===== src/tcr_pkg.sv =====
// constants, codes and carrier types of the camera configuration register bank
// assumes a single 50 MHz clock domain; register indices are word indices on the bus
package tcr_pkg;

	localparam int IDX_W = 9;

	// register indices (byte address is four times the index)
	localparam logic [8:0] IDX_MODE = 9'h001;
	localparam logic [8:0] IDX_STATUS = 9'h003;
	localparam logic [8:0] IDX_IMG_FMT = 9'h004;
	localparam logic [8:0] IDX_MOD_FREQ = 9'h009;
	localparam logic [8:0] IDX_FRAME_RATE = 9'h00A;
	localparam logic [8:0] IDX_LENS_ID = 9'h00B;
	localparam logic [8:0] IDX_SERIAL_LO = 9'h00C;
	localparam logic [8:0] IDX_SERIAL_HI = 9'h00D;
	localparam logic [8:0] IDX_FRAME_CNT = 9'h00E;
	localparam logic [8:0] IDX_CAL_CMD = 9'h00F;
	localparam logic [8:0] IDX_THR_LO = 9'h010;
	localparam logic [8:0] IDX_THR_HI = 9'h011;
	localparam logic [8:0] IDX_ILLUM_TEMP = 9'h01B;
	localparam logic [8:0] IDX_CAL_EXT = 9'h021;
	localparam logic [8:0] IDX_UNLOCK = 9'h022;
	localparam logic [8:0] IDX_TEMP_LIMIT = 9'h024;
	localparam logic [8:0] IDX_HFOV = 9'h026;
	localparam logic [8:0] IDX_VFOV = 9'h027;
	localparam logic [8:0] IDX_CMD_EXEC = 9'h033;
	localparam logic [8:0] IDX_SEQ_CNT = 9'h050;
	localparam logic [8:0] IDX_IRQ_STAT = 9'h051;
	localparam logic [8:0] IDX_IRQ_MASK = 9'h052;
	localparam logic [8:0] IDX_TEST_CFG = 9'h1C0;

	// values after reset
	localparam logic [15:0] RST_MOD_FREQ = 16'h07D0;
	localparam logic [15:0] RST_FRAME_RATE = 16'h0028;
	localparam logic [15:0] RST_LENS_ID = 16'h0000;
	localparam logic [15:0] RST_THR_LO = 16'h03E8;
	localparam logic [15:0] RST_THR_HI = 16'hEA60;
	localparam logic [15:0] RST_TEMP_LIMIT = 16'h1B58;
	localparam logic [15:0] RST_SEQ_CNT = 16'h0001;
	localparam logic RST_VIDEO = 1'b1;

	// calibration command and status codes
	localparam logic [7:0] CMD_FPN_CAL = 8'h0D;
	localparam logic [7:0] CMD_FPN_ERASE = 8'h10;
	localparam logic [7:0] ST_IDLE = 8'h00;
	localparam logic [7:0] ST_FPN_CAL = 8'h13;
	localparam logic [7:0] ST_ERASING = 8'h14;
	localparam logic [7:0] ST_DONE = 8'hA1;
	localparam logic [7:0] ST_BAD_MODE = 8'hF6;
	localparam logic [7:0] ST_BAD_FREQ = 8'hF8;
	localparam logic [7:0] ST_GENERIC = 8'hFF;

	// image formats that carry distances
	localparam logic [7:0] FMT_DIST_AMP = 8'h00;
	localparam logic [7:0] FMT_DIST_XYZ = 8'h09;
	localparam logic [7:0] FMT_DIST = 8'h0C;
	localparam logic [7:0] FMT_RAW_DIST = 8'h0D;

	// field positions
	localparam int BIT_MODE_VIDEO = 0;
	localparam int BIT_MODE_TRIG = 4;
	localparam int BIT_MODE_CLR = 6;
	localparam int BIT_STAT_CAL = 2;
	localparam int BIT_STAT_TSENS = 3;
	localparam int BIT_STAT_CALMISS = 5;
	localparam int BIT_STAT_OVT = 9;
	localparam int BIT_EXT_ERR = 10;
	localparam int BIT_EXT_NO_FPN = 12;
	localparam int BIT_EXT_NO_LENS = 14;
	localparam int IMG_FMT_LSB = 3;
	localparam int IMG_FMT_MSB = 10;
	localparam int IRQ_FRAME = 0;
	localparam int IRQ_CAL_DONE = 1;
	localparam int IRQ_CAL_ERR = 2;
	localparam int IRQ_OVT = 3;

	// temperature and unlock values
	localparam logic [15:0] TEMP_ABSENT = 16'hFFFF;
	localparam logic [15:0] TEMP_HYST = 16'h00C8;
	localparam logic [15:0] UNLOCK_FLASH = 16'h4877;
	localparam logic [15:0] UNLOCK_TEST = 16'h5E6B;

	typedef enum logic [1:0] {CAL_IDLE, CAL_RUN, CAL_ERASE} tcr_cal_state_e;

	typedef struct packed {
		logic [31:0] serial;
		logic [15:0] illum_temp;
		logic temp_present;
		logic [15:0] hfov;
		logic [15:0] vfov;
		logic fpn_stored;
		logic lens_cal_stored;
		logic mod_freq_ok;
		logic [15:0] seq0_mod_freq;
	} tcr_sense_s;

	typedef struct packed {
		logic illum_en;
		logic stream_en;
		logic video_mode;
		logic [7:0] img_fmt;
		logic [15:0] mod_freq;
		logic [15:0] frame_rate;
		logic [15:0] lens_id;
		logic [15:0] seq_cnt;
		logic [15:0] test_cfg;
		logic test_unlocked;
	} tcr_ctrl_s;

	typedef struct packed {
		logic start;
		logic erase;
		logic [15:0] freq;
	} tcr_cal_req_s;

endpackage


===== src/tcr_cal_seq.sv =====
// calibration command sequencer: checks preconditions, starts the engine, tracks its status code
// assumes the engine answers each start or erase with one done or fail pulse
module tcr_cal_seq (
	input wire logic sys_clk_i,
	input wire logic rst_i,
	input wire logic cmd_wr_i,
	input wire logic [7:0] cmd_code_i,
	input wire logic dist_fmt_i,
	input wire logic video_i,
	input wire logic freq_ok_i,
	input wire logic one_seq_i,
	input wire logic [15:0] cur_freq_i,
	input wire logic [15:0] seq0_freq_i,
	input wire logic done_i,
	input wire logic fail_i,
	input wire logic clr_i,
	output tcr_pkg::tcr_cal_req_s req_o,
	output logic [7:0] code_o,
	output logic busy_o,
	output logic err_o,
	output logic done_pulse_o,
	output logic err_pulse_o
);

	tcr_pkg::tcr_cal_state_e state_reg;
	logic idle_cmd;

	assign idle_cmd = cmd_wr_i && (state_reg == tcr_pkg::CAL_IDLE);

	always_ff @(posedge sys_clk_i or posedge rst_i) begin
		if (rst_i) begin
			state_reg <= tcr_pkg::CAL_IDLE;
			req_o <= '0;
			code_o <= tcr_pkg::ST_IDLE;
			err_o <= 1'b0;
			done_pulse_o <= 1'b0;
			err_pulse_o <= 1'b0;
		end else begin
			req_o.start <= 1'b0;
			req_o.erase <= 1'b0;
			done_pulse_o <= 1'b0;
			err_pulse_o <= 1'b0;
			case (state_reg)
				tcr_pkg::CAL_IDLE: begin
					if (idle_cmd && cmd_code_i == tcr_pkg::CMD_FPN_CAL) begin
						if (!(dist_fmt_i && video_i)) begin
							code_o <= tcr_pkg::ST_BAD_MODE;
							err_o <= 1'b1;
							err_pulse_o <= 1'b1;
						end else if (!freq_ok_i) begin
							code_o <= tcr_pkg::ST_BAD_FREQ;
							err_o <= 1'b1;
							err_pulse_o <= 1'b1;
						end else if (!one_seq_i) begin
							// more than one sequence leaves the frequency ambiguous
							code_o <= tcr_pkg::ST_GENERIC;
							err_o <= 1'b1;
							err_pulse_o <= 1'b1;
						end else begin
							req_o.start <= 1'b1;
							req_o.freq <= cur_freq_i;
							code_o <= tcr_pkg::ST_FPN_CAL;
							err_o <= 1'b0;
							state_reg <= tcr_pkg::CAL_RUN;
						end
					end else if (idle_cmd && cmd_code_i == tcr_pkg::CMD_FPN_ERASE) begin
						req_o.erase <= 1'b1;
						req_o.freq <= seq0_freq_i;
						code_o <= tcr_pkg::ST_ERASING;
						err_o <= 1'b0;
						state_reg <= tcr_pkg::CAL_ERASE;
					end else if (clr_i) begin
						code_o <= tcr_pkg::ST_IDLE;
						err_o <= 1'b0;
					end
				end
				tcr_pkg::CAL_RUN, tcr_pkg::CAL_ERASE: begin
					if (fail_i) begin
						code_o <= tcr_pkg::ST_GENERIC;
						err_o <= 1'b1;
						err_pulse_o <= 1'b1;
						state_reg <= tcr_pkg::CAL_IDLE;
					end else if (done_i) begin
						code_o <= tcr_pkg::ST_DONE;
						done_pulse_o <= 1'b1;
						state_reg <= tcr_pkg::CAL_IDLE;
					end
				end
				default: state_reg <= tcr_pkg::CAL_IDLE;
			endcase
		end
	end

	assign busy_o = (state_reg != tcr_pkg::CAL_IDLE);
endmodule


===== src/tcr_config_regs.sv =====
// configuration and status register bank of a time-of-flight camera, AHB-Lite slave
// assumes one 50 MHz clock; sensor readouts arrive synchronous to it; reads take one wait state
//
// Summary of operation
// - modulation frequency in 10 kHz units, reset 2000
// - serial number read as two 16-bit halves
// - frame counter counts every captured frame
// - code 13 starts calibration at current frequency
// - code 16 erases data at first-sequence frequency
// - distance valid only between amplitude thresholds
// - temperature in 0.01 C, all ones if absent
// - code 246 without distance format or video
// - code 248 bad frequency, 255 generic failure
// - extended status bits error, no noise, no lens
// - flash operations need unlock value 0x4877
// - test commands need unlock value 0x5E6B
// - temperature limit in 0.01 C, reset 7000
// - fields of view read-only in 0.01 degree
// - lens opening angle identifier is read-write
// - over-temperature stops illumination, sets status bit 9
module tcr_config_regs #(
	parameter int IDX_W = tcr_pkg::IDX_W
) (
	input wire logic sys_clk_i,
	input wire logic rst_i,
	input wire logic hsel_i,
	input wire logic [31:0] haddr_i,
	input wire logic [1:0] htrans_i,
	input wire logic hwrite_i,
	input wire logic [2:0] hsize_i,
	input wire logic [31:0] hwdata_i,
	input wire logic hready_i,
	output logic [31:0] hrdata_o,
	output logic hreadyout_o,
	output logic hresp_o,
	input wire tcr_pkg::tcr_sense_s sense_i,
	input wire logic frame_captured_i,
	input wire logic [15:0] pixel_amp_i,
	input wire logic cal_done_i,
	input wire logic cal_fail_i,
	output logic pixel_valid_o,
	output tcr_pkg::tcr_ctrl_s ctrl_o,
	output tcr_pkg::tcr_cal_req_s cal_req_o,
	output logic manual_trigger_o,
	output logic flash_op_o,
	output logic [15:0] flash_cmd_o,
	output logic irq_o
);
	// elaboration-time check: the index slice of haddr must fit and reach every mapped register
	if (IDX_W < tcr_pkg::IDX_W || IDX_W > 30) begin : g_idx_w_check
		$error("index width cannot hold the register map");
	end

	logic dp_wr_reg;
	logic rd_pend_reg;
	logic [IDX_W-1:0] dp_idx_reg;
	logic take;
	logic [15:0] wdat;
	logic video_reg;
	logic [7:0] img_fmt_reg;
	logic [15:0] mod_freq_reg;
	logic [15:0] frame_rate_reg;
	logic [15:0] lens_id_reg;
	logic [15:0] cal_cmd_reg;
	logic [15:0] thr_lo_reg;
	logic [15:0] thr_hi_reg;
	logic [15:0] unlock_reg;
	logic [15:0] temp_limit_reg;
	logic [15:0] seq_cnt_reg;
	logic [15:0] test_cfg_reg;
	logic [15:0] frame_cnt_reg;
	logic [15:0] temp_reg;
	logic [31:0] serial_reg;
	logic [15:0] hfov_reg;
	logic [15:0] vfov_reg;
	logic no_fpn_reg;
	logic no_lens_reg;
	logic tsens_err_reg;
	logic ovt_reg;
	logic ovt_next;
	logic [15:0] clear_lvl;
	logic [3:0] irq_stat_reg;
	logic [3:0] irq_mask_reg;
	logic [3:0] irq_ev;
	logic [15:0] rd_val;
	logic cal_busy;
	logic cal_err;
	logic cal_done_p;
	logic cal_err_p;
	logic [7:0] cal_code;
	logic clr_status;

	function automatic logic wr_to(input logic wr, input logic [IDX_W-1:0] cur, input logic [8:0] idx);
		return wr && (cur == IDX_W'(idx));
	endfunction
	function automatic logic is_dist_fmt(input logic [7:0] fmt);
		return fmt == tcr_pkg::FMT_DIST_AMP || fmt == tcr_pkg::FMT_DIST_XYZ
			|| fmt == tcr_pkg::FMT_DIST || fmt == tcr_pkg::FMT_RAW_DIST;
	endfunction

	assign take = hsel_i && htrans_i[1] && hready_i;
	assign wdat = hwdata_i[15:0];

	// bus slave: writes land at the end of the data phase, reads wait one cycle so they see them
	always_ff @(posedge sys_clk_i or posedge rst_i) begin
		if (rst_i) begin
			dp_wr_reg <= 1'b0;
			rd_pend_reg <= 1'b0;
			dp_idx_reg <= '0;
			hrdata_o <= 32'h0000_0000;
			hreadyout_o <= 1'b1;
			hresp_o <= 1'b0;
		end else begin
			hresp_o <= 1'b0;
			if (take) begin
				dp_idx_reg <= haddr_i[IDX_W+1:2];
				dp_wr_reg <= hwrite_i;
				rd_pend_reg <= !hwrite_i;
				hreadyout_o <= hwrite_i;
			end else begin
				dp_wr_reg <= 1'b0;
				rd_pend_reg <= 1'b0;
				hreadyout_o <= 1'b1;
				if (rd_pend_reg)
					hrdata_o <= {16'h0000, rd_val};
			end
		end
	end
	assign clr_status = wr_to(dp_wr_reg, dp_idx_reg, tcr_pkg::IDX_MODE) && wdat[tcr_pkg::BIT_MODE_CLR];

	// writable configuration; read-only indices have no write path at all
	always_ff @(posedge sys_clk_i or posedge rst_i) begin
		if (rst_i) begin
			video_reg <= tcr_pkg::RST_VIDEO;
			img_fmt_reg <= 8'h00;
			mod_freq_reg <= tcr_pkg::RST_MOD_FREQ;
			frame_rate_reg <= tcr_pkg::RST_FRAME_RATE;
			lens_id_reg <= tcr_pkg::RST_LENS_ID;
			cal_cmd_reg <= 16'h0000;
			thr_lo_reg <= tcr_pkg::RST_THR_LO;
			thr_hi_reg <= tcr_pkg::RST_THR_HI;
			temp_limit_reg <= tcr_pkg::RST_TEMP_LIMIT;
			seq_cnt_reg <= tcr_pkg::RST_SEQ_CNT;
			irq_mask_reg <= 4'h0;
		end else begin
			if (wr_to(dp_wr_reg, dp_idx_reg, tcr_pkg::IDX_MODE))
				video_reg <= wdat[tcr_pkg::BIT_MODE_VIDEO];
			if (wr_to(dp_wr_reg, dp_idx_reg, tcr_pkg::IDX_IMG_FMT))
				img_fmt_reg <= wdat[tcr_pkg::IMG_FMT_MSB:tcr_pkg::IMG_FMT_LSB];
			if (wr_to(dp_wr_reg, dp_idx_reg, tcr_pkg::IDX_MOD_FREQ))
				mod_freq_reg <= wdat;
			if (wr_to(dp_wr_reg, dp_idx_reg, tcr_pkg::IDX_FRAME_RATE))
				frame_rate_reg <= wdat;
			if (wr_to(dp_wr_reg, dp_idx_reg, tcr_pkg::IDX_LENS_ID))
				lens_id_reg <= wdat;
			if (wr_to(dp_wr_reg, dp_idx_reg, tcr_pkg::IDX_CAL_CMD))
				cal_cmd_reg <= wdat;
			if (wr_to(dp_wr_reg, dp_idx_reg, tcr_pkg::IDX_THR_LO))
				thr_lo_reg <= wdat;
			if (wr_to(dp_wr_reg, dp_idx_reg, tcr_pkg::IDX_THR_HI))
				thr_hi_reg <= wdat;
			if (wr_to(dp_wr_reg, dp_idx_reg, tcr_pkg::IDX_TEMP_LIMIT))
				temp_limit_reg <= wdat;
			if (wr_to(dp_wr_reg, dp_idx_reg, tcr_pkg::IDX_SEQ_CNT))
				seq_cnt_reg <= wdat;
			if (wr_to(dp_wr_reg, dp_idx_reg, tcr_pkg::IDX_IRQ_MASK))
				irq_mask_reg <= wdat[3:0];
		end
	end

	// unlock word: the flash value is used up by one command execute write
	always_ff @(posedge sys_clk_i or posedge rst_i) begin
		if (rst_i) begin
			unlock_reg <= 16'h0000;
			test_cfg_reg <= 16'h0000;
			flash_op_o <= 1'b0;
			flash_cmd_o <= 16'h0000;
		end else begin
			flash_op_o <= 1'b0;
			if (wr_to(dp_wr_reg, dp_idx_reg, tcr_pkg::IDX_UNLOCK)) begin
				unlock_reg <= wdat;
			end else if (wr_to(dp_wr_reg, dp_idx_reg, tcr_pkg::IDX_CMD_EXEC)
				&& unlock_reg == tcr_pkg::UNLOCK_FLASH) begin
				flash_op_o <= 1'b1;
				flash_cmd_o <= wdat;
				unlock_reg <= 16'h0000;
			end
			if (wr_to(dp_wr_reg, dp_idx_reg, tcr_pkg::IDX_TEST_CFG) && unlock_reg == tcr_pkg::UNLOCK_TEST)
				test_cfg_reg <= wdat;
		end
	end

	// sensor readouts and frame counter
	always_ff @(posedge sys_clk_i or posedge rst_i) begin
		if (rst_i) begin
			frame_cnt_reg <= 16'h0000;
			temp_reg <= tcr_pkg::TEMP_ABSENT;
			serial_reg <= 32'h0000_0000;
			hfov_reg <= 16'h0000;
			vfov_reg <= 16'h0000;
			no_fpn_reg <= 1'b1;
			no_lens_reg <= 1'b1;
			tsens_err_reg <= 1'b1;
		end else begin
			if (frame_captured_i)
				frame_cnt_reg <= frame_cnt_reg + 16'h0001;
			temp_reg <= sense_i.temp_present ? sense_i.illum_temp : tcr_pkg::TEMP_ABSENT;
			tsens_err_reg <= !sense_i.temp_present;
			serial_reg <= sense_i.serial;
			hfov_reg <= sense_i.hfov;
			vfov_reg <= sense_i.vfov;
			no_fpn_reg <= !sense_i.fpn_stored;
			no_lens_reg <= !sense_i.lens_cal_stored;
		end
	end

	// over-temperature with a 2 degree hysteresis; an absent sensor never trips it
	assign clear_lvl = (temp_limit_reg > tcr_pkg::TEMP_HYST) ? temp_limit_reg - tcr_pkg::TEMP_HYST : 16'h0000;
	always_comb begin
		ovt_next = ovt_reg;
		if (tsens_err_reg)
			ovt_next = 1'b0;
		else if (temp_reg > temp_limit_reg)
			ovt_next = 1'b1;
		else if (temp_reg < clear_lvl)
			ovt_next = 1'b0;
	end

	always_ff @(posedge sys_clk_i or posedge rst_i) begin
		if (rst_i) begin
			ovt_reg <= 1'b0;
			ctrl_o <= '0;
			manual_trigger_o <= 1'b0;
			pixel_valid_o <= 1'b0;
		end else begin
			ovt_reg <= ovt_next;
			ctrl_o.illum_en <= !ovt_reg;
			ctrl_o.stream_en <= !ovt_reg;
			ctrl_o.video_mode <= video_reg;
			ctrl_o.img_fmt <= img_fmt_reg;
			ctrl_o.mod_freq <= mod_freq_reg;
			ctrl_o.frame_rate <= frame_rate_reg;
			ctrl_o.lens_id <= lens_id_reg;
			ctrl_o.seq_cnt <= seq_cnt_reg;
			ctrl_o.test_cfg <= test_cfg_reg;
			ctrl_o.test_unlocked <= (unlock_reg == tcr_pkg::UNLOCK_TEST);
			manual_trigger_o <= wr_to(dp_wr_reg, dp_idx_reg, tcr_pkg::IDX_MODE)
				&& wdat[tcr_pkg::BIT_MODE_TRIG] && !wdat[tcr_pkg::BIT_MODE_VIDEO];
			pixel_valid_o <= (pixel_amp_i >= thr_lo_reg) && (pixel_amp_i <= thr_hi_reg);
		end
	end

	tcr_cal_seq u_cal (
		.sys_clk_i(sys_clk_i),
		.rst_i(rst_i),
		.cmd_wr_i(wr_to(dp_wr_reg, dp_idx_reg, tcr_pkg::IDX_CAL_CMD)),
		.cmd_code_i(wdat[7:0]),
		.dist_fmt_i(is_dist_fmt(img_fmt_reg)),
		.video_i(video_reg),
		.freq_ok_i(sense_i.mod_freq_ok),
		.one_seq_i(seq_cnt_reg == 16'h0001),
		.cur_freq_i(mod_freq_reg),
		.seq0_freq_i(sense_i.seq0_mod_freq),
		.done_i(cal_done_i),
		.fail_i(cal_fail_i),
		.clr_i(clr_status),
		.req_o(cal_req_o),
		.code_o(cal_code),
		.busy_o(cal_busy),
		.err_o(cal_err),
		.done_pulse_o(cal_done_p),
		.err_pulse_o(cal_err_p)
	);

	// sticky events; a new event in the clearing cycle survives the clear
	always_comb begin
		irq_ev = 4'h0;
		irq_ev[tcr_pkg::IRQ_FRAME] = frame_captured_i;
		irq_ev[tcr_pkg::IRQ_CAL_DONE] = cal_done_p;
		irq_ev[tcr_pkg::IRQ_CAL_ERR] = cal_err_p;
		irq_ev[tcr_pkg::IRQ_OVT] = ovt_next && !ovt_reg;
	end

	always_ff @(posedge sys_clk_i or posedge rst_i) begin
		if (rst_i) begin
			irq_stat_reg <= 4'h0;
			irq_o <= 1'b0;
		end else begin
			if (wr_to(dp_wr_reg, dp_idx_reg, tcr_pkg::IDX_IRQ_STAT))
				irq_stat_reg <= (irq_stat_reg & ~wdat[3:0]) | irq_ev;
			else
				irq_stat_reg <= irq_stat_reg | irq_ev;
			irq_o <= |(irq_stat_reg & irq_mask_reg);
		end
	end

	// read mux; unmapped indices read as zero
	always_comb begin
		rd_val = 16'h0000;
		case (dp_idx_reg)
			IDX_W'(tcr_pkg::IDX_MODE): rd_val[tcr_pkg::BIT_MODE_VIDEO] = video_reg;
			IDX_W'(tcr_pkg::IDX_STATUS): begin
				rd_val[tcr_pkg::BIT_STAT_CAL] = cal_busy;
				rd_val[tcr_pkg::BIT_STAT_TSENS] = tsens_err_reg;
				rd_val[tcr_pkg::BIT_STAT_CALMISS] = no_fpn_reg || no_lens_reg;
				rd_val[tcr_pkg::BIT_STAT_OVT] = ovt_reg;
			end
			IDX_W'(tcr_pkg::IDX_IMG_FMT): rd_val[tcr_pkg::IMG_FMT_MSB:tcr_pkg::IMG_FMT_LSB] = img_fmt_reg;
			IDX_W'(tcr_pkg::IDX_MOD_FREQ): rd_val = mod_freq_reg;
			IDX_W'(tcr_pkg::IDX_FRAME_RATE): rd_val = frame_rate_reg;
			IDX_W'(tcr_pkg::IDX_LENS_ID): rd_val = lens_id_reg;
			IDX_W'(tcr_pkg::IDX_SERIAL_LO): rd_val = serial_reg[15:0];
			IDX_W'(tcr_pkg::IDX_SERIAL_HI): rd_val = serial_reg[31:16];
			IDX_W'(tcr_pkg::IDX_FRAME_CNT): rd_val = frame_cnt_reg;
			IDX_W'(tcr_pkg::IDX_CAL_CMD): rd_val = cal_cmd_reg;
			IDX_W'(tcr_pkg::IDX_THR_LO): rd_val = thr_lo_reg;
			IDX_W'(tcr_pkg::IDX_THR_HI): rd_val = thr_hi_reg;
			IDX_W'(tcr_pkg::IDX_ILLUM_TEMP): rd_val = temp_reg;
			IDX_W'(tcr_pkg::IDX_CAL_EXT): begin
				rd_val[7:0] = cal_code;
				rd_val[tcr_pkg::BIT_EXT_ERR] = cal_err;
				rd_val[tcr_pkg::BIT_EXT_NO_FPN] = no_fpn_reg;
				rd_val[tcr_pkg::BIT_EXT_NO_LENS] = no_lens_reg;
			end
			IDX_W'(tcr_pkg::IDX_UNLOCK): rd_val = unlock_reg;
			IDX_W'(tcr_pkg::IDX_TEMP_LIMIT): rd_val = temp_limit_reg;
			IDX_W'(tcr_pkg::IDX_HFOV): rd_val = hfov_reg;
			IDX_W'(tcr_pkg::IDX_VFOV): rd_val = vfov_reg;
			IDX_W'(tcr_pkg::IDX_CMD_EXEC): rd_val = flash_cmd_o;
			IDX_W'(tcr_pkg::IDX_SEQ_CNT): rd_val = seq_cnt_reg;
			IDX_W'(tcr_pkg::IDX_IRQ_STAT): rd_val[3:0] = irq_stat_reg;
			IDX_W'(tcr_pkg::IDX_IRQ_MASK): rd_val[3:0] = irq_mask_reg;
			IDX_W'(tcr_pkg::IDX_TEST_CFG): rd_val = test_cfg_reg;
			default: rd_val = 16'h0000;
		endcase
	end
endmodule


===== config.mk =====
export PLATFORM = sky130hd
export DESIGN_NAME = tcr_config_regs
export DESIGN_NICKNAME = d
export VERILOG_FILES = /design/src/tcr_pkg.sv /design/src/tcr_cal_seq.sv /design/src/tcr_config_regs.sv
export SDC_FILE = /design/constraint.sdc
export NUM_CORES = 1
export LEC_CHECK = 0
export BUFFER_PORTS_ARGS = -buffer_cell sky130_fd_sc_hd__buf_2
export CAP_MARGIN = 20
export CORE_MARGIN = 10
export CORE_UTILIZATION = 30
export CTS_CLUSTER_DIAMETER = 100
export CTS_CLUSTER_SIZE = 16
export DETAILED_ROUTE_END_ITERATION = 12
export PLACE_DENSITY = 0.5
export SLEW_MARGIN = 25
export SYNTH_ARGS = -nofsm -noshare
export SYNTH_HDL_FRONTEND = slang
export SYNTH_SLANG_ARGS = --single-unit

===== constraint.sdc =====
create_clock -name sys_clk_i -period 22.9 [get_ports sys_clk_i]
set_input_delay 3.435 -clock sys_clk_i [delete_from_list [all_inputs] [get_ports sys_clk_i]]
set_output_delay 3.435 -clock sys_clk_i [all_outputs]
set_load 0.01 [all_outputs]

# Word level (Yosys, flattened, before mapping)
# Cells that the tools add are included.
# Widths: inputs -> output; s select.
# word_totals
output_inout_bits,164
word_cells,229
ff_bits,447
in_bits,193
# op_classes
n_mux,70
order_cmp,5
eq_ne,43
reduce_logical,52
bitwise,7
n_addsub,2
# ops
operator,n
$mux 16,8
$mux 8,8
$eq 9x4->1 const B,7
$pmux 1 s19,3
$eq 9x6->1 const B,6
$pmux 1 s18,3
$pmux 1 s17,3
$pmux 1 s21,2
$pmux 1 s20,2
$pmux 2 s19,1
$eq 16x15->1 const B,2
$eq 8x4->1 const B,4
$logic_and 1x1->1,28
$eq 9x5->1 const B,3
$eq 9x7->1 const B,3
$mux 1,25
$pmux 1 s22,1
$mux 18,1
$mux 17,1
$add 16x1->16 const B,1
$eq 16x1->1 const B,1
$ge 16x16->1,1
$gt 16x16->1,1
$gt 16x8->1 const B,1
other kinds (34),63

# Longest topological paths before layout
# Gate-level depths: netlist of the first run.
# depth
depth_word,9
ltp_mapped,13
mapped_depth_nobuf,13

# By module
# Synthesis of the first run repeated with hierarchy kept, for this count alone.
# unflattened
cells_unflattened,1644
area_unflattened_um2,20325.7
# modules_own_cells
mod,area_per_inst_um2,cells_each,seq_area_each_um2,instances
tcr_config_regs,18775.5,1485,10472.5,1
tcr_cal_seq,1550.2,159,750.7,1

# Worst setup path before layout of the first run
# No wires, ideal clock.
# synth_timing
path_kind,in2reg
start,input hwdata_i[0]
end,register u_cal.code_o[2]
t_arrival_ns,5.133
setup_ns,0.121
n_path_buf,0
setup_slack_ns,17.646
t_required_ns,22.779
path_stages,5
cell_sequence,or4b_2 o31a_1 a311oi_4 inv_2 a22o_1
# synth_via
elab_chain_len,5
word_cells_on_any_way,9
cone_classes,3 x eq/ne; 3 x mux; 3 x reduce/logical
# synth_rtl
item,line,rtl
start: declaration,tcr_config_regs.sv:31,"input wire logic [31:0] hwdata_i,"
$eq 8x5->1,tcr_cal_seq.sv:66,end else if (idle_cmd && cmd_code_i == tcr_pkg::CMD_FPN_ERASE) begin
$logic_and 1x1->1,tcr_cal_seq.sv:66,
$mux 8,tcr_cal_seq.sv:66,
$mux 8,tcr_cal_seq.sv:45,if (idle_cmd && cmd_code_i == tcr_pkg::CMD_FPN_CAL) begin
$pmux 8 s2,tcr_cal_seq.sv:43,case (state_reg)
end signal: assignment,tcr_cal_seq.sv:47,code_o <= tcr_pkg::ST_BAD_MODE;
end signal: assignment,tcr_cal_seq.sv:51,code_o <= tcr_pkg::ST_BAD_FREQ;
end signal: assignment,tcr_cal_seq.sv:69,code_o <= tcr_pkg::ST_ERASING;
end: declaration,tcr_cal_seq.sv:18,"output logic [7:0] code_o,"
# Parallel ways exist; a longest one is shown, timed or not.
# A chain may end at the register's enable or synchronous reset.

# Worst setup path after layout of the first run
# layout_timing
start,input hsel_i
end,register hrdata_o[0]
# layout_via
elab_chain_len,4
# layout_rtl
item,line,rtl
start: declaration,tcr_config_regs.sv:26,"input wire logic hsel_i,"
$logic_and 1x1->1 (2 in series),tcr_config_regs.sv:101,assign take = hsel_i && htrans_i[1] && hready_i;
$not 1->1 (no source line),--,
$reduce_and 2->1 (no source line),--,
end signal: assignment,tcr_config_regs.sv:125,"hrdata_o <= {16'h0000, rd_val};"
end: declaration,tcr_config_regs.sv:33,"output logic [31:0] hrdata_o,"
# Every way passes these cells.

==> flow_results.org, run 1 <==
** Run status
- Outcome :: finished, final reports clean

** Die
- In this run the standard cell core region covers 65900 sq um.
- Row count :: 94
- Initial core utilization :: 30.3%
- Horizontal die dimension :: 278 um
- Die Footprint :: 77200 sq um
- Die height :: between 200 and 300 um
- Count of boundary I/O pins :: 357

** Yosys
- Share of Yosys cell area claimed by the top area cell type :: between 40% and 50%
- Adder and majority gate portion of the synthesized area :: 4.20%
- Library cells used by synthesis :: 82
- The largest total area in the synthesized netlist belongs to dfrtp_1.
- After synthesis, the share of flip-flops with an asynchronous set or reset is 100%.
- Post-synthesis share of cell area spent on and, or, nand and nor gates :: 11.8%
- Most common flop cell mapped by yosys :: dfrtp_1
- After synthesis, the share of cell area in mux cells is 11.0%.
- By area, the combinational part of the netlist is dominated by simple AND/OR/NAND/NOR gates.
- Fraction of synthesized cell area in xor and xnor cells :: 1.10%
- Of the synthesized area, sequential elements account for 56.3%.
- Synthesis produced a netlist whose cell count is between 1500 and 2000.
- Register bit total from synthesis :: 446
- Mean area per synthesized cell :: 11.8 sq um
- Area of the mapped netlist :: 19900 sq um
- Top cells by area, synth :: dfrtp_1 50%, mux2_2 9.8%, dfstp_2 6.6%, ha_1 4.2%, nand2_1 3.2%
- Number of enable flip-flop cells after synthesis :: 0
- During synthesis, Yosys emitted a total of 0 warnings.
- Complex-gate fraction of the synthesized area :: 11.6%

** Min path
- The path class of the tightest hold or removal check is reg -> reg.
- The path with the worst hold slack has its endpoint at ctrl_o[37]$_DFF_PP0_.
- The startpoint identified for the worst hold timing path is lens_id_reg[4]$_DFFE_PP0P_.
- Hold Path Cell Cnt :: 0

** CTS
- Maximum root-to-sink buffer count :: 3
- Buffers inserted during clock tree synthesis total 35.
- CTS tree :: built
- The clock reaches the later pin of the worst-skew pair after 0.58 ns.
- Clock-pin slew was measured on the worst setup and hold paths at 0.08 ns.
- Clk sink count :: 446
- Quantity of hold-fixing buffers added after cts :: 0
- Count of H-tree levels built during CTS :: 2
- Root Buffer :: clkbuf_16
- After clock tree synthesis, the setup repair step added 0 buffers.
- After clock tree synthesis, the repair step resized 0 gates.

** Timing
- Worst clock skew on the final layout :: 0.0324 ns
- Final hold violations :: 0
- Time the worst path needs with I/O delays and setup :: around 5.5 ns
- Setup TNS after final layout :: 0 ns
- Final critical-path share of the clock period :: 24.1%
- Highest achievable clock rate :: 181 MHz
- In this run the tightest slew margin relative to its limit is between 30% and 40%.
- Fin. max-slew vios :: 0
- Setup repair after global routing left no endpoint under its margin.
- At the pin with the least slew margin, the transition time is 1.03 ns.
- Count of final setup violators :: 0
- Hold Slack :: 0.404 ns

** GRT
- The first global-routing pass estimated approximately 120 mm of wire.
- Global routing used 21.3% of the available tracks across all layers.
- The number of antenna violations at the first check in global routing came to 2.
- The via count of the first global-routing pass is roughly 16000.
- Summed over all layers, the global routing overflow is 0.
- Largest net degree at the start of global routing :: 174

** Setup path
- The worst setup path is launched from an input port.
- Across all register-to-register paths, the minimum setup slack is 18.94 ns.
- Of all nets on the critical path, the largest fanout is 15.
- In this design, the stage delay of the slowest critical-path cell is 0.95 ns.
- Crit Reg-Reg Startpoint :: dp_idx_reg[0]$_DFFE_PP0P_
- Among all stages on the critical path, the largest delay is contributed by a2111oi_1.
- STA puts the critical path data arrival time at 5.95 ns.
- Series of cell instances along the critical path :: buf_2 > nand3_1 > nand2_1 > a2111oi_1 > a31oi_1
- The worst setup path is captured at a flop.
- For the worst setup path, the data required time is around 23 ns.
- FF-to-FF End :: u_cal.req_o[2]$_DFFE_PP0P_
- Kind of critical path :: in -> reg
- Counting cells, the worst reg-to-reg path comes to 9.

** Placement
- The placed instances occupy a cell area of about 22000 sq um.
- Placer's final routability congestion estimate :: about 0.96
- HPWL after detailed placement :: 64.3 mm
- IO Port Bufs :: 296

** Run
- MaxCap Viol Count :: 0

** Power
- P per Cell Area :: 76.8 nW/um^2
- Summed over all cells, the static leakage comes to 10.6 nW.
- Worst voltage drop across the vdd grid :: 0.0430 mV
- Pwr Total :: approximately 1.8 mW

** Detailed routing
- For this block, the routed nets add up to 84.6 mm of wire.
- Post-detailed-route via-to-cell ratio :: 5.37
- Post-detailed-route count of antenna-violating nets :: 0
- DR WL/cell :: between 20 and 30 um
- 1st-iter DRT viols :: 1385
- # DRC :: 0
- Total iterations of the first detailed-routing run :: 5
- Via total after detailed routing :: 15300

** Cells and area
- Fraction of final layout cells with drive strength greater than 1 :: between 30% and 40%
- Final net count :: 2216
- Most common cell after layout, fill and taps aside :: dfrtp_1
- The register with the most flip-flops in the layout has 91 of them.
- The repair_antennas step left the layout with diodes totalling 0.
- Commonest cells after routing, fill and taps aside :: 396 x dfrtp_1, 296 x buf_2, 174 x mux2_2, 168 x nand2_1, 67 x ha_1
- Relative to the synthesized area, the layout overhead comes to 17.3%.
- The layout has 6560 filler cells.
- At the end of the flow the core is filled with cells to 35.5%.
- Summing all non-filler instances in the final layout gives an area of around 23000 sq um.
worst max-delay path by stage:
stage | slack [ns] | from | cells past startpoint | end
detailed placement | 16.75 | hsel_i | 5 | hrdata_o[0]$_DFFE_PP0P_
finish | 17.38 | hsel_i | 5 | hrdata_o[0]$_DFFE_PP0P_
floorplan | 7.12 | rst_i | 1 | cal_cmd_reg[0]$_DFFE_PP0P_
global route | 17.28 | hsel_i | 8 | hrdata_o[2]$_DFFE_PP0P_
global placement | 16.76 | hsel_i | 5 | hrdata_o[0]$_DFFE_PP0P_
CTS | 17.35 | hsel_i | 5 | hrdata_o[0]$_DFFE_PP0P_
final cells by class:
cell class	instances	area (sq um)	share of cell area, %
inverters	68	263	1.12
flip-flops and latches	446	11200	48.0
repair buffers	324	1720	7.37
multi-input cells	1081	8020	34.3
clock buffers	55	993	4.25
well taps	864	1080	4.62
clock inverters	6	92.6	0.396
worst max-delay path: cells and delay by family:
family	cells	cell delay (ns)
compound gates	2	1.12
simple gates	2	1.29
buf+inv	1	0.10
routing by layer:
| metal | GRT usage, % | wire (um) | up-vias |
|---|---|---|---|
| met5 | 0 | 0 | - |
| met4 | 7.69 | 3330 | 0 |
| met3 | 5.00 | 6320 | 138 |
| met2 | 34.2 | 39100 | 647 |
| met1 | 27.5 | 35800 | 7856 |
| li1 | - | - | 6633 |
through the flow:
| stage | worst slack [ns] | std cells |
|---|---|---|
| 3_3_place_gp | 16.76 | 2782 |
| 3_5_place_dp | 16.75 | 2782 |
| 5_1_grt | 17.28 | 2844 |
| 4_1_cts | 17.35 | 2843 |
| 6_report | 17.38 | 2844 |
| 2_1_floorplan | 7.12 | 1711 |
logic make-up (layout without fill, tap and decap cells):
kind of cell | count (synthesis) | in the layout
simple gates | 457 | 457
flops | 446 | 446
compound gates | 318 | 318
mux | 197 | 197
buf+inv | 184 | 453
fa+ha+maj | 67 | 67
xor+xnor | 25 | 25
other cells | 1 | 17
Yosys cell counts (all sizes together) (4+ instances only):
library cell  number
mux2             182
nand2b            25
o32ai              4
mux2i             15
a32oi             18
dfrtp            396
buf               49
and3              11
dfstp             50
nor3b              6
a22oi             56
nor2              66
o211ai             4
xor2               6
o22ai             13
ha                67
a32o              10
and2              12
or4                7
o21a               7
a2111oi            6
nor2b             11
a22o              30
a221oi            13
nor4bb             5
or3                4
and4               5
o21ai             43
nand4             22
nand3             44
a31oi             20
nor3              29
xnor2             19
nand2            169
a21oi             37
clkbuf            67
inv               68
nor4              20
a21o              28
nand4b             4
a211oi             7
where the power goes:
group	switching [mW]	internal (mW)	leakage [nW]
combinational	0.163	0.0949	4.84
clock	0.302	0.324	0.515
sequential	0.0718	0.839	5.22
total	0.538	1.26	10.6
Note: power is estimated with default switching activity, not from simulation.
==> run 2: changes to the inputs <==
Settings changed: PLACE_DENSITY 0.5 to 0.52.
Clock period 22.9 ns to 4.6 ns, I/O delays scaled along.
==> flow_results.org, run 2 (synthesis results as in run 1) <==
** Cells and area
- Leaving out fill and tap cells, the most frequent cells in the layout are 396 x dfrtp_1, 296 x buf_2, 174 x mux2_2, 168 x nand2_1, 67 x ha_1.
- Final instance count without filler cells :: 2873 (+1.0%)
- The number of flip-flops under the largest register name came to 91 (unchanged).
- The end-of-flow core utilization came to 35.8% (+0.29 points).
- The final instance area is 23600 sq um (+0.82%).
- Leaving out fill and tap cells, the most frequent cell in the layout is dfrtp_1.
- The count of nets after finishing was 2242 (+1.2%).
- Relative to the synthesized area, the layout overhead comes to 18.2%.
- The share of layout cells above drive strength 1 came to 31.8% (+0.83 points).

** Die
- Die Footprint :: 77200 sq um (unchanged)
- Core outline area :: 65900 sq um (unchanged)
- Count of boundary I/O pins :: 357 (unchanged)
- The height of the chip came to 278 um (unchanged).
- The total number of placement rows is 94 (unchanged).
- The width of the die came to 278 um (unchanged).
- The effective utilization at floorplan came to 30.3% (unchanged).

** Timing
- Count of final setup violators :: 0 (unchanged)
- The worst relative slew slack is 27.7% (-3.4 points).
- The final worst hold slack is 0.208 ns (-0.196 ns).
- The slew at the pin closest to its max-slew limit was 1.08 ns (+0.0539 ns).
- Setup TNS after final layout :: 0 ns (unchanged)
- The setup slack after layout is 1.14 ns (-16.24 ns).
- Fin. max-slew vios :: 0 (unchanged)
- Final critical-path share of the clock period :: about three quarters
- Final hold violations :: 0 (unchanged)
- RSZ-0062 raised after global routing :: false
- The final worst clock skew came to 0.0210 ns (-0.0115 ns).
- Time the worst path needs with I/O delays and setup :: 3.46 ns
- Based on the critical path, the design can be clocked at up to 289 MHz.

** Detailed routing
- DR WL/cell :: 29.8 um (+0.18%)
- The total number of vias is 15500 (+1.4%).
- The final antenna-violating net count was 0 (unchanged).
- The wire length after detailed routing came to 85.6 mm (+1.2%).
- The detail-routed via count per cell was 5.39 (+0.34%).
- The count of routing violations after the opening detailed-route iteration was 1534 (+11%).
- The length of the first detailed-routing pass in iterations came to 5 (unchanged).
- # DRC :: 0 (unchanged)

** CTS
- Maximum root-to-sink buffer count :: 3 (unchanged)
- Count of H-tree levels built during CTS :: 2 (unchanged)
- Count of cells resized by post-cts repair :: 0 (unchanged)
- The number of sinks on the clock net was 446 (unchanged).
- The source-to-sink clock delay at the later pin of the worst-skew pair came to 0.57 ns (about the same).
- The buffers inserted during post-CTS setup optimization was 0 (unchanged).
- Root Buffer :: clkbuf_16
- Number of buffers created by CTS :: 35 (unchanged)
- Clock transition time at the flip-flop clock pins of the worst setup and hold paths :: 0.08 ns (about the same)
- TritonCTS built the clock tree.
- Quantity of hold-fixing buffers added after cts :: 0 (unchanged)

** Placement
- The number of cells after detailed placement came to 2809 (+0.97%).
- The final RePlAce weighted congestion came to 0.977 (+2.3%).
- The placed cell area is 22500 sq um (+1.1%).
- The final HPWL from detailed placement is 66.3 mm (+3.0%).
- The worst-case setup slack after placement came to 1.15 ns (-15.60 ns).
- The count of port buffers added during placement came to 296 (unchanged).

** GRT
- The wire length of the first global-routing pass came to 121 mm (+1.2%).
- Via count of the first global-routing pass :: 16100 (+2.5%)
- The number of antenna violations at the first check in global routing came to 7 (+5).
- Overall overflow remaining after global route :: 0 (unchanged)
- Largest net degree at the start of global routing :: 148 (-15%)
- Global routing usage summed across all routing layers :: 21.5% (+0.22 points)

** Setup path
- Crit path required time :: 5.04 ns (-18.29 ns)
- STA classifies the critical path endpoint as a flop.
- STA classifies the critical path startpoint as a flop.
- On the critical path, the stage with the largest delay is an instance of o21ai_0.
- The critical path's largest stage delay is 0.59 ns (-0.36 ns).
- Walking the worst path, the cells encountered are inv_1 > ha_1 > a21o_1 > o21ai_0 > nor3_1 > xnor2_1 > nand2_1 > ha_1 > a41oi_1 > a21oi_1 > o31a_1 > o21ai_0 > o211ai_1.
- Endpoint arrival time on the critical path :: 3.90 ns (-2.05 ns)
- The highest net fanout along the worst path is 5 (-10).
- Kind of critical path :: reg -> reg
- The number of buffers and inverters on the critical path is 1 (unchanged).
- Cell type group with the largest total delay on the critical path :: compound AO/OA/AOI/OAI gates

** Power
- P per Cell Area :: 376 nW/um^2 (+390%)
- P_leak :: 10.7 nW (+1.0%)
- The overall power consumption came to 8.86 mW (+390%).
- Worst voltage drop across the vdd grid :: 0.211 mV (+390%)

** Min path
- Worst hold path class :: in -> async

** Run
- MaxCap Viol Count :: 0 (unchanged)

** Run status
- Outcome :: finished, final reports clean
run 2: area by class of cell:
type	instances	area, sq um
multi-input combinational	1081	8010
clock buffer	57	1020
clock inverter	5	38.8
sequential	446	11200
inverter	68	259
tap	864	1080
antenna	2	5.00
timing repair buffer	350	1950
fill	6602	42300
run 2: power by group:
group | internal [mW] | total [mW] | switching [mW] | leakage, nW
Clock | 1.54 | 3.01 | 1.47 | 0.509
Sequential | 4.18 | 4.53 | 0.354 | 5.22
Combinational | 0.494 | 1.33 | 0.832 | 4.96
Total | 6.21 | 8.86 | 2.66 | 10.7
run 2: path summary, 6_finish.rpt:
check                                                   start                           to  slack (ns)  depth (start not counted)
worst max-delay path            temp_limit_reg[3]$_DFFE_PP1P_            ovt_reg$_DFF_PP0_        1.14                         13
worst min-delay path                                    rst_i  u_cal.req_o[15]$_DFFE_PP0P_        0.21                          2
worst max register to register  temp_limit_reg[3]$_DFFE_PP1P_            ovt_reg$_DFF_PP0_        1.14                         13
worst min register to register    lens_id_reg[12]$_DFFE_PP0P_         ctrl_o[45]$_DFF_PP0_        0.42                          0
max in group asynchronous                               rst_i        temp_reg[1]$_DFF_PP1_        3.07                          4
min in group sys_clk_i                            sense_i[33]       vfov_reg[14]$_DFF_PP0_        0.22                          1
run 2: routing by layer:
layer / vias up / wire (um) / GRT usage [%]
li1: 6683 / - / -
met1: 7997 / 36500 / 28.0
met2: 657 / 40000 / 34.9
met3: 139 / 6170 / 4.81
met4: 6 / 2850 / 6.90
met5: - / 41 / 0
==> run 3: changes to the inputs <==
Settings changed: PLACE_DENSITY 0.52 to 0.5.
Clock period 4.6 ns to 3.2 ns, I/O delays scaled along.
==> flow_results.org, run 3 (synthesis results as in run 1) <==
** Die
- The effective utilization at floorplan was 30.3% (unchanged).
- Horizontal die dimension :: 278 um (unchanged)
- The total number of placement rows is 94 (unchanged).
- Count of boundary I/O pins :: 357 (unchanged)
- The placeable core area is 65900 sq um (unchanged).
- The height of the chip is 278 um (unchanged).
- The die outline area came to 77200 sq um (unchanged).

** Setup path
- Max incr delay on CP :: 0.53 ns (-0.06 ns)
- The highest net fanout along the worst path is 9 (+4).
- Crit path required time :: 3.65 ns (-1.39 ns)
- STA classifies the critical path endpoint as a flop.
- Among all stages on the critical path, the largest delay is contributed by or4_1.
- Endpoint arrival time on the critical path :: 3.47 ns (-0.43 ns)
- Among the stages of the critical path, the cell type that occurs most often is nand2_1.
- Kind of critical path :: reg -> reg
- Series of cell instances along the critical path :: or4_1 > nand4b_1 > or2_1 > nand2_1 > ha_1 > a21o_1 > nand2_1 > a21oi_1 > o31a_1 > o21ai_0 > o211ai_1
- Cell type group with the largest total delay on the critical path :: simple AND/OR/NAND/NOR gates
- The number of buffers and inverters on the critical path came to 0 (-1).
- STA classifies the critical path startpoint as a flop.

** Timing
- Highest achievable clock rate :: 331 MHz (+15%)
- The worst relative slew slack was 34.3% (+6.6 points).
- Setup TNS after final layout :: 0 ns (unchanged)
- Final WS setup :: 0.182 ns (-0.957 ns)
- Final critical-path share of the clock period :: 94.3% (+19 points)
- The final worst clock skew came to 0.0291 ns (+0.00816 ns).
- Count of final setup violators :: 0 (unchanged)
- The post-layout minimum cycle time was 3.02 ns (-0.443 ns).
- Setup repair after global routing left no endpoint under its margin.
- The max-slew violation count is 0 (unchanged).
- The slew at the pin closest to its max-slew limit came to 0.983 ns (-0.102 ns).
- The hold violation total from the final report was 0 (unchanged).

** Placement
- Number of placed instances with taps included :: 2888 (+2.8%)
- IO Port Bufs :: 296 (unchanged)
- HPWL after detailed placement :: 68.7 mm (+3.6%)
- Placement-stage worst setup slack :: 0.123 ns (-1.03 ns)
- Placer's final routability congestion estimate :: 1.00 (+2.4%)

** GRT
- The via count of the first global-routing pass came to 16600 (+2.9%).
- Overall overflow remaining after global route :: 0 (unchanged)
- The combined global-route utilization of all metal layers is 22.3% (+0.76 points).
- Number of antenna violations at the first check in global routing :: 3 (-4)
- Largest net degree at the start of global routing :: 65 (-56%)
- The wire length of the first global-routing pass is 125 mm (+3.9%).

** Cells and area
- The library cell used most frequently in the layout, excluding fill and tap cells, is dfrtp_1.
- Sequential cell area :: 11200 sq um (unchanged)
- Core occupancy in the finished layout :: 37.6% (+1.8 points)
- Flip-flop count of the largest register, all copies and words added :: 91 (unchanged)
- The count of nets after finishing is 2370 (+5.7%).
- The share of layout cells above drive strength 1 is 33.4% (+1.6 points).
- The total of fill cells in the finished design is 6541 (-0.92%).
- Synthesis-to-layout area growth :: 24.1%
- Final instance count without filler cells :: 3001 (+4.5%)
- Commonest cells after routing, fill and taps aside :: 396 x dfrtp_1, 296 x buf_2, 174 x mux2_2, 168 x nand2_1, 121 x buf_4
- Total area of multi-input combinational cells :: 8010 sq um (unchanged)

** CTS
- Count of H-tree levels built during CTS :: 2 (unchanged)
- The buffers inserted during post-CTS setup optimization came to 0 (unchanged).
- The source-to-sink clock delay at the later pin of the worst-skew pair was 0.58 ns (about the same).
- Number of buffers created by CTS :: 35 (unchanged)
- The maximum count of clock buffers along a single path was 3 (unchanged).
- The tree is rooted in a clkbuf_16.
- The clock transition at the register clock pins on the worst setup and hold paths after CTS came to 0.09 ns (about the same).
- CTS tree :: built
- Clk sink count :: 446 (unchanged)

** Detailed routing
- The final antenna-violating net count is 0 (unchanged).
- Total iterations of the first detailed-routing run :: 5 (unchanged)
- The routed wire length per instance was 29.2 um (-1.9%).
- The total number of vias is 15800 (+2.0%).
- The number of remaining DRC errors was 0 (unchanged).
- Post-detailed-route via-to-cell ratio :: 5.26 (-2.4%)
- The wire length after detailed routing was 87.7 mm (+2.5%).
- 1st-iter DRT viols :: 1273 (-17%)

** Power
- P per Cell Area :: 522 nW/um^2 (+39%)
- Worst voltage drop across the vdd grid :: 0.290 mV (+37%)
- The overall power consumption was 12.9 mW (+46%).
- P_leak :: 11.3 nW (+5.7%)

** Run status
- Outcome :: finished, final reports clean

** Run
- MaxCap Viol Count :: 0 (unchanged)

** Min path
- Worst hold path class :: in -> reg
-- run 3: cell count changes in the layout (fill, tap and decap cells not counted), moves of 2 or more --
cell | before | now
clkbuf_1 | 18 | 22
buf_4 | 49 | 121
clkbuf_8 | 2 | 0
dlygate4sd3_1 | 0 | 49
buf_12 | 5 | 12
-- run 3: stage by stage --
step | instance area (sq um) | hold WS (ns)
floorplan | 20000 | 0.361
global placement | 23200 | 0.385
detailed placement | 23200 | 0.395
CTS | 24700 | 0.000381
global route | 24700 | 0.00492
finish | 24700 | 0.0291
-- run 3: cell type report --
type	instances	area share, %
inverters	68	1.05
clock inverters	4	0.177
diodes	1	0.0101
well taps	864	4.37
flip-flops and latches	446	45.4
repair buffers	478	12.6
multi-input cells	1081	32.4
clock buffers	59	4.08
-- run 3: worst reg2reg max path, stage by stage (launching register included) --
cell and delay [ns]:
dfrtp_1 0.39, or4_1 0.53, nand4b_1 0.29, or2_1 0.44
nand2_1 0.13, ha_1 0.26, a21o_1 0.17, nand2_1 0.06
a21oi_1 0.06, o31a_1 0.28, o21ai_0 0.19, o211ai_1 0.12
-- run 3: report_power, final --
| part | switching, mW | leakage [nW] | total, mW | internal, mW |
|---|---|---|---|---|
| Sequential | 0.466 | 5.22 | 6.47 | 6.00 |
| Clock | 2.14 | 0.500 | 4.32 | 2.18 |
| Combinational | 1.28 | 5.58 | 2.11 | 0.834 |
-- run 3: final timing paths --
check                                         endpoint  cells past startpoint                           start  slack (ns)
max in group asynchronous         ctrl_o[72]$_DFF_PP0_                      5                           rst_i        1.69
min in group asynchronous  u_cal.req_o[13]$_DFFE_PP0P_                      3                           rst_i        0.42
min                            serial_reg[0]$_DFF_PP0_                      1                     sense_i[68]        0.03
max reg2reg                          ovt_reg$_DFF_PP0_                     11  temp_limit_reg[10]$_DFFE_PP0P_        0.18
min reg2reg                       ctrl_o[45]$_DFF_PP0_                      0     lens_id_reg[12]$_DFFE_PP0P_        0.41
max                                  ovt_reg$_DFF_PP0_                     11  temp_limit_reg[10]$_DFFE_PP0P_        0.18
-- run 3: timing repair --
| action | 4_1_cts | 5_1_grt |
|---|---|---|
| endpoints found under the hold margin | 58 | 0 |
| setup endpoints to repair | 0 | 1 |
| resized for setup | 0 | 2 |
| hold buffers | 49 | 0 |
-- run 3: per-layer routing --
layer	up-vias	part of all wire, %	track usage [%]
li1	6925	-	-
met4	2	2.7	5.99
met1	8179	44	29.8
met2	586	48	36.6
met5	-	0.015	0
met3	99	5.8	3.69
